--- src/common/card_reader_params.svh ---
`ifndef CARD_READER_PARAMS_SVH
`define CARD_READER_PARAMS_SVH
// Register byte offsets
`define OFS_READER_CONTROL 12'h000
`define OFS_READER_IRQ_STATUS 12'h004
`define OFS_READER_TIMEOUT_LIMIT 12'h008
`define OFS_READER_SAMPLE_QUEUE 12'h00c
`define OFS_READER_CONVERTER_SETUP 12'h010
`define OFS_TRACK_DC_OFFSET 12'h014
`define OFS_TRACK_PEAK_FLOOR 12'h020
`define OFS_READER_AUX_SAMPLE 12'h02c
// Control field positions
`define CTL_COUNT_LSB 24
`define CTL_CARD_TIMEOUT_IRQ_ENABLE 23
`define CTL_AUX_IEN 22
`define CTL_QUEUE_UNDERRUN_IRQ_ENABLE 21
`define CTL_QUEUE_OVERRUN_IRQ_ENABLE 20
`define CTL_QUEUE_LEVEL_IRQ_ENABLE 19
`define CTL_TO_IEN_LSB 16
`define CTL_BYPASS 15
`define CTL_MODE_LSB 10
`define CTL_SOFT 9
`define CTL_THR_LSB 7
`define CTL_DMA 6
`define CTL_LVL_LSB 3
`define CTL_ON_LSB 0
// Status field positions
`define ST_CARD_TIMEOUT_FLAG 23
`define ST_AUX 22
`define ST_QUEUE_UNDERRUN_FLAG 21
`define ST_QUEUE_OVERRUN_FLAG 20
`define ST_LVL 19
`define ST_TO_LSB 16
`define ST_IRQ 0
// Control writable mask (bits 23:16, 12:10, 8:0)
`define CTL_RW_MASK 32'h00ff1dff
// Reset values
`define RST_CONTROL 32'h00000000
`define RST_TIMEOUT_LIMIT 12'hfff
`define QUEUE_DEPTH 8
`endif

--- src/common/card_reader_pkg.sv ---
package card_reader_pkg;
  // Peak floor scaling modes
  typedef enum logic [1:0] {
    floor_static = 2'h0,
    floor_quarter = 2'h1,
    floor_eighth = 2'h2,
    floor_sixteenth = 2'h3
  } floor_mode_t;
  // Per-track timer states
  typedef enum logic [2:0] {
    trk_idle = 3'h1,
    trk_count = 3'h2,
    trk_timed_out = 3'h4
  } trk_state_t;
endpackage

--- src/hdl/card_reader_control_regs.sv ---
// Summary of operation
// Queue occupancy zero to eight at control 27:24
// Card timeout enable gates card timeout interrupt
// Aux sample enable gates aux sample interrupt
// Underflow and overflow interrupts gated by enables
// Level enable raises interrupt at queue level
// Per-track timeout enables gate own track
// Bypass bit write-only, selects digital inputs
// Per-track mode: raw sampling or peak detection
// Writing one soft-resets state machines and queue
// Shared floor mode static or scaled previous peak
// DMA request when occupancy reaches queue level
// Queue level field means value plus one
// Per-track enable bits in control 2:0
// Card timeout when last active track times out
// Aux sample flag; flags cleared by writing one
// Latch underflow and overflow flags
// Level flag when occupancy reaches level
// Per-track timeout flags at bits 18:16
// Status bit 0 mirrors interrupt output
// Track times out when counter reaches limit
// Flags set regardless of enable; any enabled flag interrupts
// Timeout stores entry, stops timer until next crossing
// Scaled floor never below programmed floor, reset on timeout
// Writing zero keeps flags; reserved bits read zero
//
// Added by the designer: the AXI4-Lite register port.
`timescale 1ns/10ps
`default_nettype none
`include "card_reader_params.svh"
module card_reader_control_regs
  import card_reader_pkg::*;
#(
  parameter int TRACKS = 3,
  parameter int TW = 12
) (
  input wire logic aclk,
  input wire logic aresetn,
  input wire logic [11:0] s_axi_awaddr,
  input wire logic s_axi_awvalid,
  output logic s_axi_awready,
  input wire logic [31:0] s_axi_wdata,
  input wire logic [3:0] s_axi_wstrb,
  input wire logic s_axi_wvalid,
  output logic s_axi_wready,
  output logic [1:0] s_axi_bresp,
  output logic s_axi_bvalid,
  input wire logic s_axi_bready,
  input wire logic [11:0] s_axi_araddr,
  input wire logic s_axi_arvalid,
  output logic s_axi_arready,
  output logic [31:0] s_axi_rdata,
  output logic [1:0] s_axi_rresp,
  output logic s_axi_rvalid,
  input wire logic s_axi_rready,
  input wire logic [TRACKS-1:0] sample_tick,
  input wire logic [TRACKS-1:0] peak_crossing,
  input wire logic [TRACKS*TW-1:0] peak_amplitude,
  input wire logic queue_push,
  input wire logic queue_pop,
  input wire logic aux_sample_new,
  output logic [TRACKS-1:0] track_on,
  output logic [TRACKS-1:0] track_raw_sampling_select,
  output logic converter_bypass,
  output logic [TRACKS-1:0] timeout_store,
  output logic [TRACKS*TW-1:0] track_floor_scaled,
  output logic [TRACKS-1:0] floor_restore,
  output logic datapath_reset,
  output logic [3:0] queue_count,
  output logic dma_request,
  output logic irq
);
  logic [31:0] ctl_ff;
  logic bypass_ff;
  logic [7:0] flags_ff;
  logic [TW-1:0] limit_ff;
  logic [3:0] count_ff;
  logic soft_ff;
  logic aw_ff, w_ff, bvalid_ff, rvalid_ff, irq_ff, dma_ff;
  logic [11:0] awaddr_ff;
  logic [31:0] wdata_ff, rdata_ff;
  logic [3:0] wstrb_ff;
  logic [1:0] bresp_ff, rresp_ff;
  logic [TRACKS-1:0] to_event;
  logic [TRACKS-1:0] started;
  logic [TRACKS-1:0] timed_out;
  logic [3:0] level;
  logic level_hit;
  logic card_event;
  logic queue_underrun_flag_event, queue_overrun_flag_event;
  logic do_write;
  logic [31:0] wmask;
  logic [7:0] flag_clr, flag_set, irq_en;

  assign level = {1'b0, ctl_ff[`CTL_LVL_LSB +: 3]} + 4'h1;
  assign level_hit = count_ff >= level;
  assign do_write = aw_ff && w_ff && !bvalid_ff;
  assign wmask = {{8{wstrb_ff[3]}}, {8{wstrb_ff[2]}}, {8{wstrb_ff[1]}}, {8{wstrb_ff[0]}}};

  // AXI write address and data capture
  assign s_axi_awready = !aw_ff && !bvalid_ff;
  assign s_axi_wready = !w_ff && !bvalid_ff;
  always_ff @(posedge aclk) begin
    if (!aresetn) begin
      aw_ff <= 1'b0;
      w_ff <= 1'b0;
      awaddr_ff <= 12'h000;
      wdata_ff <= 32'h00000000;
      wstrb_ff <= 4'h0;
    end else begin
      if (s_axi_awvalid && s_axi_awready) begin
        aw_ff <= 1'b1;
        awaddr_ff <= s_axi_awaddr;
      end else if (do_write) begin
        aw_ff <= 1'b0;
      end
      if (s_axi_wvalid && s_axi_wready) begin
        w_ff <= 1'b1;
        wdata_ff <= s_axi_wdata;
        wstrb_ff <= s_axi_wstrb;
      end else if (do_write) begin
        w_ff <= 1'b0;
      end
    end
  end

  // Write response; unmapped writes answer SLVERR
  always_ff @(posedge aclk) begin
    if (!aresetn) begin
      bvalid_ff <= 1'b0;
      bresp_ff <= 2'h0;
    end else if (do_write) begin
      bvalid_ff <= 1'b1;
      bresp_ff <= (awaddr_ff[11:2] <= 10'h002) ? 2'h0 : 2'h2;
    end else if (s_axi_bready) begin
      bvalid_ff <= 1'b0;
    end
  end
  assign s_axi_bvalid = bvalid_ff;
  assign s_axi_bresp = bresp_ff;

  // Control register, bypass and soft reset pulse
  always_ff @(posedge aclk) begin
    if (!aresetn) begin
      ctl_ff <= `RST_CONTROL;
      bypass_ff <= 1'b0;
      soft_ff <= 1'b0;
    end else begin
      soft_ff <= 1'b0;
      if (do_write && awaddr_ff[11:2] == 10'(`OFS_READER_CONTROL >> 2)) begin
        ctl_ff <= (ctl_ff & ~(wmask & `CTL_RW_MASK)) | (wdata_ff & wmask & `CTL_RW_MASK);
        if (wstrb_ff[1]) begin
          bypass_ff <= wdata_ff[`CTL_BYPASS];
          soft_ff <= wdata_ff[`CTL_SOFT];
        end
      end
    end
  end

  // Timeout limit register
  always_ff @(posedge aclk) begin
    if (!aresetn) begin
      limit_ff <= `RST_TIMEOUT_LIMIT;
    end else if (do_write && awaddr_ff[11:2] == 10'(`OFS_READER_TIMEOUT_LIMIT >> 2)) begin
      if (wstrb_ff[0]) limit_ff[7:0] <= wdata_ff[7:0];
      if (wstrb_ff[1]) limit_ff[11:8] <= wdata_ff[11:8];
    end
  end

  // Queue occupancy tracking, saturating at depth
  always_ff @(posedge aclk) begin
    if (!aresetn || soft_ff) begin
      count_ff <= 4'h0;
    end else if (queue_push && !queue_pop && count_ff != 4'(`QUEUE_DEPTH)) begin
      count_ff <= count_ff + 4'h1;
    end else if (queue_pop && !queue_push && count_ff != 4'h0) begin
      count_ff <= count_ff - 4'h1;
    end
  end
  assign queue_underrun_flag_event = queue_pop && !queue_push && count_ff == 4'h0;
  assign queue_overrun_flag_event = queue_push && !queue_pop && count_ff == 4'(`QUEUE_DEPTH);

  // Per-track timers
  genvar t;
  generate
    for (t = 0; t < TRACKS; t++) begin : g_trk
      trk_state_t st_ff;
      logic [TW-1:0] cnt_ff;
      logic [TW-1:0] peak_ff;
      logic [TW-1:0] scaled;
      logic [TW-1:0] amp;
      assign amp = peak_amplitude[t*TW +: TW];
      always_ff @(posedge aclk) begin
        if (!aresetn || soft_ff || !ctl_ff[`CTL_ON_LSB + t]) begin
          st_ff <= trk_idle;
          cnt_ff <= '0;
        end else begin
          case (st_ff)
            trk_idle: if (peak_crossing[t]) st_ff <= trk_count;
            trk_count: begin
              if (peak_crossing[t]) begin
                cnt_ff <= '0;
              end else if (sample_tick[t]) begin
                if (cnt_ff + 12'h001 >= limit_ff) st_ff <= trk_timed_out;
                cnt_ff <= cnt_ff + 12'h001;
              end
            end
            trk_timed_out: begin
              if (peak_crossing[t]) begin
                st_ff <= trk_count;
                cnt_ff <= '0;
              end
            end
            default: st_ff <= trk_idle;
          endcase
        end
      end
      assign to_event[t] = st_ff == trk_count && !peak_crossing[t] && sample_tick[t]
                           && cnt_ff + 12'h001 >= limit_ff;
      assign started[t] = st_ff != trk_idle;
      assign timed_out[t] = st_ff == trk_timed_out;
      // Previous peak for scaled floor; cleared on timeout
      always_ff @(posedge aclk) begin
        if (!aresetn || soft_ff || to_event[t]) begin
          peak_ff <= '0;
        end else if (peak_crossing[t]) begin
          peak_ff <= amp;
        end
      end
      always_comb begin
        case (floor_mode_t'(ctl_ff[`CTL_THR_LSB +: 2]))
          floor_quarter: scaled = peak_ff >> 2;
          floor_eighth: scaled = peak_ff >> 3;
          floor_sixteenth: scaled = peak_ff >> 4;
          default: scaled = '0;
        endcase
      end
      // Datapath takes the larger of this and its programmed floor
      assign track_floor_scaled[t*TW +: TW] = scaled;
    end
  endgenerate
  assign timeout_store = to_event;
  assign floor_restore = to_event;

  // Card timeout: a timing-out track with all others finished or idle
  always_comb begin
    logic others_done;
    others_done = 1'b1;
    card_event = 1'b0;
    for (int i = 0; i < TRACKS; i++) begin
      if (to_event[i]) begin
        others_done = 1'b1;
        for (int j = 0; j < TRACKS; j++) begin
          if (j != i && started[j] && !timed_out[j] && !to_event[j]) others_done = 1'b0;
        end
        if (others_done) card_event = 1'b1;
      end
    end
  end

  // Event flags: set wins over write-one clear
  assign flag_clr = (do_write && awaddr_ff[11:2] == 10'(`OFS_READER_IRQ_STATUS >> 2) && wstrb_ff[2])
                    ? wdata_ff[23:16] : 8'h00;
  assign flag_set = {card_event, aux_sample_new, queue_underrun_flag_event, queue_overrun_flag_event, level_hit,
                     to_event};
  always_ff @(posedge aclk) begin
    if (!aresetn) begin
      flags_ff <= 8'h00;
    end else begin
      flags_ff <= (flags_ff & ~flag_clr) | flag_set;
    end
  end

  // Interrupt and DMA request
  assign irq_en = ctl_ff[23:16];
  always_ff @(posedge aclk) begin
    if (!aresetn) begin
      irq_ff <= 1'b0;
      dma_ff <= 1'b0;
    end else begin
      irq_ff <= |(flags_ff & irq_en);
      dma_ff <= ctl_ff[`CTL_DMA] && level_hit;
    end
  end

  // Read channel
  assign s_axi_arready = !rvalid_ff;
  always_ff @(posedge aclk) begin
    if (!aresetn) begin
      rvalid_ff <= 1'b0;
      rdata_ff <= 32'h00000000;
      rresp_ff <= 2'h0;
    end else if (s_axi_arvalid && s_axi_arready) begin
      rvalid_ff <= 1'b1;
      rresp_ff <= 2'h0;
      case (s_axi_araddr[11:2])
        10'h000: rdata_ff <= (ctl_ff & `CTL_RW_MASK) | {4'h0, count_ff, 24'h000000};
        10'h001: rdata_ff <= {8'h00, flags_ff, 15'h0000, irq_ff};
        10'h002: rdata_ff <= {20'h00000, limit_ff};
        default: begin
          rdata_ff <= 32'h00000000;
          rresp_ff <= 2'h2;
        end
      endcase
    end else if (s_axi_rready) begin
      rvalid_ff <= 1'b0;
    end
  end
  assign s_axi_rvalid = rvalid_ff;
  assign s_axi_rdata = rdata_ff;
  assign s_axi_rresp = rresp_ff;

  assign track_on = ctl_ff[`CTL_ON_LSB +: 3];
  assign track_raw_sampling_select = ctl_ff[`CTL_MODE_LSB +: 3];
  assign converter_bypass = bypass_ff;
  assign datapath_reset = soft_ff;
  assign queue_count = count_ff;
  assign dma_request = dma_ff;
  assign irq = irq_ff;
endmodule // card_reader_control_regs
`default_nettype wire

--- config.mk ---
export PLATFORM = sky130hd
export DESIGN_NAME = card_reader_control_regs
export DESIGN_NICKNAME = d
export VERILOG_FILES = /design/src/common/card_reader_pkg.sv /design/src/hdl/card_reader_control_regs.sv
export VERILOG_INCLUDE_DIRS = /design/src /design/src/common
export SDC_FILE = /design/constraint.sdc
export NUM_CORES = 1
export LEC_CHECK = 0
export BUFFER_PORTS_ARGS = -buffer_cell sky130_fd_sc_hd__buf_2
export CORE_MARGIN = 2
export CORE_UTILIZATION = 40
export DETAILED_ROUTE_END_ITERATION = 10
export PLACE_DENSITY = 0.66
export SLEW_MARGIN = 20
export SYNTH_ARGS = -nofsm -noshare
export SYNTH_HDL_FRONTEND = slang
export SYNTH_SLANG_ARGS = --single-unit
--- constraint.sdc ---
create_clock -name aclk -period 3.4 [get_ports aclk]
set_input_delay 0.34 -clock aclk [delete_from_list [all_inputs] [get_ports aclk]]
set_output_delay 0.34 -clock aclk [all_outputs]
set_load 0.02 [all_outputs]
* Yosys cells after proc, flatten, opt, wreduce, memory -nomap -nowiden
Index checks and enable logic that the tools add are counted.
Widths: inputs -> output; s select.
** Storage, ports and cells
- Register bits after elaboration :: 220
** Operators by class
- Equality and inequality tests :: 39
- Reduce and logical (&&, ||, !) cells :: 86
- Bitwise gates (word level) :: 9
- Muxes and demuxes :: 57
- Magnitude comparators :: 5
- Add/sub/neg operators :: 6
** Operators with widths (count)
- $mux 12 :: 9
- $pmux 10 s3 :: 3
- $pmux 28 s3 :: 1
- $pmux 12 s2 :: 3
- $add 12x1->12 const B :: 3
- $ge 12x12->1 :: 3
- $mux 3 :: 12
- $logic_and 1x1->1 :: 33
- $and 32x32->32 :: 1
- $not 24->32 :: 1
- $or 32x24->32 :: 1
- $or 24x28->28 :: 1
- $and 24x24->24 :: 1
- $ne 2x2->1 const B :: 11
- $mux 1 :: 21
- $eq 10x1->1 const B :: 2
- $eq 10x2->1 const B :: 2
- $logic_not 10->1 :: 2
- $logic_not 1->1 :: 19
- $pmux 3 s2 :: 3
- $and 8x8->8 :: 2
- $reduce_bool 2->1 :: 8
- $reduce_and 3->1 :: 4
- $reduce_and 4->1 :: 3
- 27 further kinds :: 53

* Longest topological paths before layout
- Depth after elaboration :: 16
- Mapped depth :: 13

* Worst setup path before layout
OpenSTA, ideal clock, no wires.
- Path type :: flip-flop to output port
- Start :: reg g_trk[1].cnt_ff[0]
- End :: out timeout_store[1]
- Arrival :: 2869 ps
- Stages on the path, launching flop included :: 12
- Path slack :: 191 ps
- Buffers on the path :: 1
- Cell sequence :: dfxtp_1 > ha_1 > nand3_1 > nor2_1 > nand4_1 > xnor2_1 > ha_1 > nand4_1 > a211oi_1 > o21ai_0 > a21oi_1 > buf_4
** On the way
- Longest elaborated chain between the ends :: 3
** RTL lines
- start: declaration :: line card_reader_control_regs.sv:188 : logic [TW-1:0] cnt_ff;
- start signal: assignment :: line card_reader_control_regs.sv:205 : cnt_ff <= cnt_ff + 12'h001;
- $add 12x1->12 :: line card_reader_control_regs.sv:219 : && cnt_ff + 12'h001 >= limit_ff;
- $ge 12x12->1 :: line card_reader_control_regs.sv:219
- $logic_and 1x1->1 :: line card_reader_control_regs.sv:219
- end: declaration :: line card_reader_control_regs.sv:65 : output logic [TRACKS-1:0] timeout_store,
Every way passes these cells.

* Worst setup path in the final report
Same ends and word-level chain as after synthesis.

==> qor.txt <==
Final Net Count: 1511
Worst Hold Class: in -> reg
Number of global-route vias before repair: 8132
IO Pins: 209
Period utilisation layout: 96.8%
Critical Path RT: 3.06 ns
Final hold vios: 0
Placer Congestion: 0.858
Finished Cell Area: 11600 um^2
Die area: 25400 um^2
Final HPWL DP: 19300 um
Max-Cap Viols: 0
Die width: 159 um
Seq. cell area: 3810 um^2
Vias per Instance: 5.25
Post-layout min period: 3.29 ns
DRC: 0
Core footprint: 23600 um^2
Clock buffer depth: 2
Slew Viols, Final: 0
Via count: 8836
PwrDens: 428 nW/um^2
Synth unique cells: 61
Skew-Pair Late Insertion Delay: 0.43 ns
Seq/Total Area, Yosys: 39.1%
YS warnings: 0
Clock root cell: clkbuf_16
Fillers: 2325
First-pass GRT wire length: 42500 um
Ys async rst share: 0%
Critical-path maximum fanout: 6
Synthesized area: 9670 um^2
CP Launch Point: g_trk[1].cnt_ff[0]$_SDFFE_PP0P_
Final antenna-violating net count: 0
Dpl cell area: 10700 um^2
Avg Inst Size Synth: 7.99 um^2
PortBufs: 172
Standard-cell rows: 56
Critical R2R Launch: g_trk[1].cnt_ff[0]$_SDFFE_PP0P_
Post-layout util: 49.0%
First-pass DRT Iterations: 5
Height of the die: 159 um
Iteration-0 DRC Markers: 582
Setup violators final: 0
Avg WL per Cell: 15.9 um
Largest net degree at the start of global routing: 95
Final WL: 26700 um
Layout area overhead: 19.6%
Clock Skews: 0.0108 ns
Initial Util: 40.9%
Leakage: 5.07 nW
CTS Hold Bufs: 0
TritonCTS clock tree: built
End of the critical path: timeout_store[1]
Outcome: finished, final reports clean
# H-tree levels: 4
Worst reg2reg path endpoint: g_trk[1].peak_ff[8]$_SDFFE_PP0P_
Total congestion overflow: 0
GRT Overall Usage: 20.5%
R2R Setup Slk: 0.26 ns
CP Class: reg -> out
Ys flop type: dfxtp_1
Crit. End Element: primary output
Initial antenna violation count: 1
Slew @ Worst Pin: 1.04 ns
WHS: 0.0847 ns
Max_slew headroom: 30.9%
N_diodes: 0
Fraction of final layout cells sized beyond drive strength 1: 21.8%
Worst Reg-to-Reg Cells: 14
Num CTS Buffers: 17
CP arrival: 2.95 ns
Startpoint types: register
Syn Inst Count: 1209
Clk sink count: 189
Max VDD drop: 327 uV
Top achievable clock speed: 304 MHz
Hold Startpoint: s_axi_rready
Area of the multi-input gates: 5550 um^2
Register bit total from synthesis: 189
Register clock-pin slew on the reported worst setup and hold paths: 0.08 ns
Number of enable flip-flop cells after synthesis: 0
Overall power: 4.95 mW
report_power, final:
part           internal, mW  switching, mW
Sequential             2.30          0.101
Clock                  1.06          0.945
Combinational         0.223          0.320
layer usage:
metal | GRT usage, % | vias to the layer above | part of all wire (%)
li1 | - | 4425 | -
met1 | 27.6 | 4130 | 46
met2 | 33.5 | 249 | 46
met3 | 4.61 | 30 | 6.2
met4 | 4.55 | 2 | 1.4
met5 | 0 | - | 0.049
layout by cell type, fill, tap and decap left out, types with 10 or more instances in the layout:
| cell type | instances |
|---|---|
| nand3b_1 | 11 |
| xnor2_1 | 19 |
| mux2i_1 | 37 |
| o21ai_0 | 40 |
| mux2_2 | 17 |
| nand2b_1 | 17 |
| nand3_1 | 57 |
| a21o_1 | 10 |
| xor2_1 | 17 |
| nor2_1 | 119 |
| a31oi_1 | 10 |
| clkbuf_16 | 17 |
| dfxtp_1 | 177 |
| buf_4 | 29 |
| a221oi_1 | 11 |
| inv_1 | 30 |
| nor3_1 | 23 |
| ha_1 | 43 |
| nand2_1 | 202 |
| a21oi_1 | 124 |
| conb_1 | 15 |
| a22oi_1 | 20 |
| and2_1 | 11 |
| buf_2 | 167 |
how the worst min path moves through the flow:
stage,endpoint,slack [ns],depth (start not counted)
after floorplan,g_trk[2].st_ff[0]$_SDFFE_PP1P_,0.42,1
after global placement,s_axi_rdata[12]$_SDFFE_PN0P_,0.44,2
after detailed placement,s_axi_rdata[12]$_SDFFE_PN0P_,0.44,2
after CTS,s_axi_rvalid$_SDFFE_PN0P_,0.07,2
after global routing,s_axi_rvalid$_SDFFE_PN0P_,0.07,2
final,s_axi_rvalid$_SDFFE_PN0P_,0.08,2
synth_stat cells, types with 5 or more instances:
cell type	n	share of area, %
clkbuf_1	52	2.0
a211oi_1	8	0.62
nand2_1	202	7.8
nor3_2	5	0.52
dfxtp_1	189	39
a31oi_1	10	0.65
a21oi_1	125	6.5
a221oi_1	11	1.0
buf_2	6	0.31
buf_4	24	1.9
nand3_1	62	3.2
nor3_1	23	1.2
nand2b_1	17	1.1
xor2_1	17	1.5
mux2_2	17	2.0
ha_1	46	6.0
inv_1	31	1.2
a22oi_1	20	1.6
nor2_1	122	4.7
a22o_1	6	0.54
nand3b_1	11	0.85
buf_1	8	0.31
mux2i_1	37	3.8
and2_1	11	0.71
o21ai_1	5	0.26
nand4_1	6	0.39
and3_1	7	0.45
o21ai_0	41	2.1
a21o_1	10	0.78
or3_1	10	0.65
xnor2_1	24	2.2
critical path: stages (launching register included):
cell      delay, ns
dfxtp_4        0.39
ha_4           0.16
nand3_2        0.12
nor2_2         0.14
nand4_1        0.16
xnor2_2        0.20
ha_1           0.34
a21oi_1        0.19
nand2_1        0.12
a211oi_4       0.30
a21oi_2        0.09
buf_6          0.16
buf_4          0.15
repair_timing:
action,in CTS,in global routing
cloned,0,0
setup buffers,2,5
resized for setup,13,46
endpoints found under the setup margin,6,16
pin swaps,2,16
metrics by stage:
stage | std cells | TNS (ns) | setup WS [ns]
detailed placement | 1645 | 0 | 0.145
floorplan | 1223 | 0 | 0.191
finish | 1684 | 0 | 0.110
CTS | 1679 | 0 | 0.00667
global route | 1684 | -0.0606 | -0.0269
global placement | 1645 | 0 | 0.189
area by class of cell:
class                   count  share of cell area, %
clock buffers              18                   3.80
clock inverters            14                   1.33
inverters                  32                   1.04
multi-input cells         912                   48.0
flip-flops and latches    189                   32.9
well taps                 319                   3.45
repair buffers            200                   9.47
cells by family after synthesis:
kind of cell,after synthesis,synth area share [%]
AOI/OAI and AO/OA,260,16.2
xor gates and xnor gates,41,3.72
adders and majority gates,47,6.16
buffers and inverters,122,5.75
DFF,189,39.1
muxes,54,5.81
other,1,0.0388
and+or+nand+nor,495,23.2
Note: power is estimated with default switching activity, not from simulation.
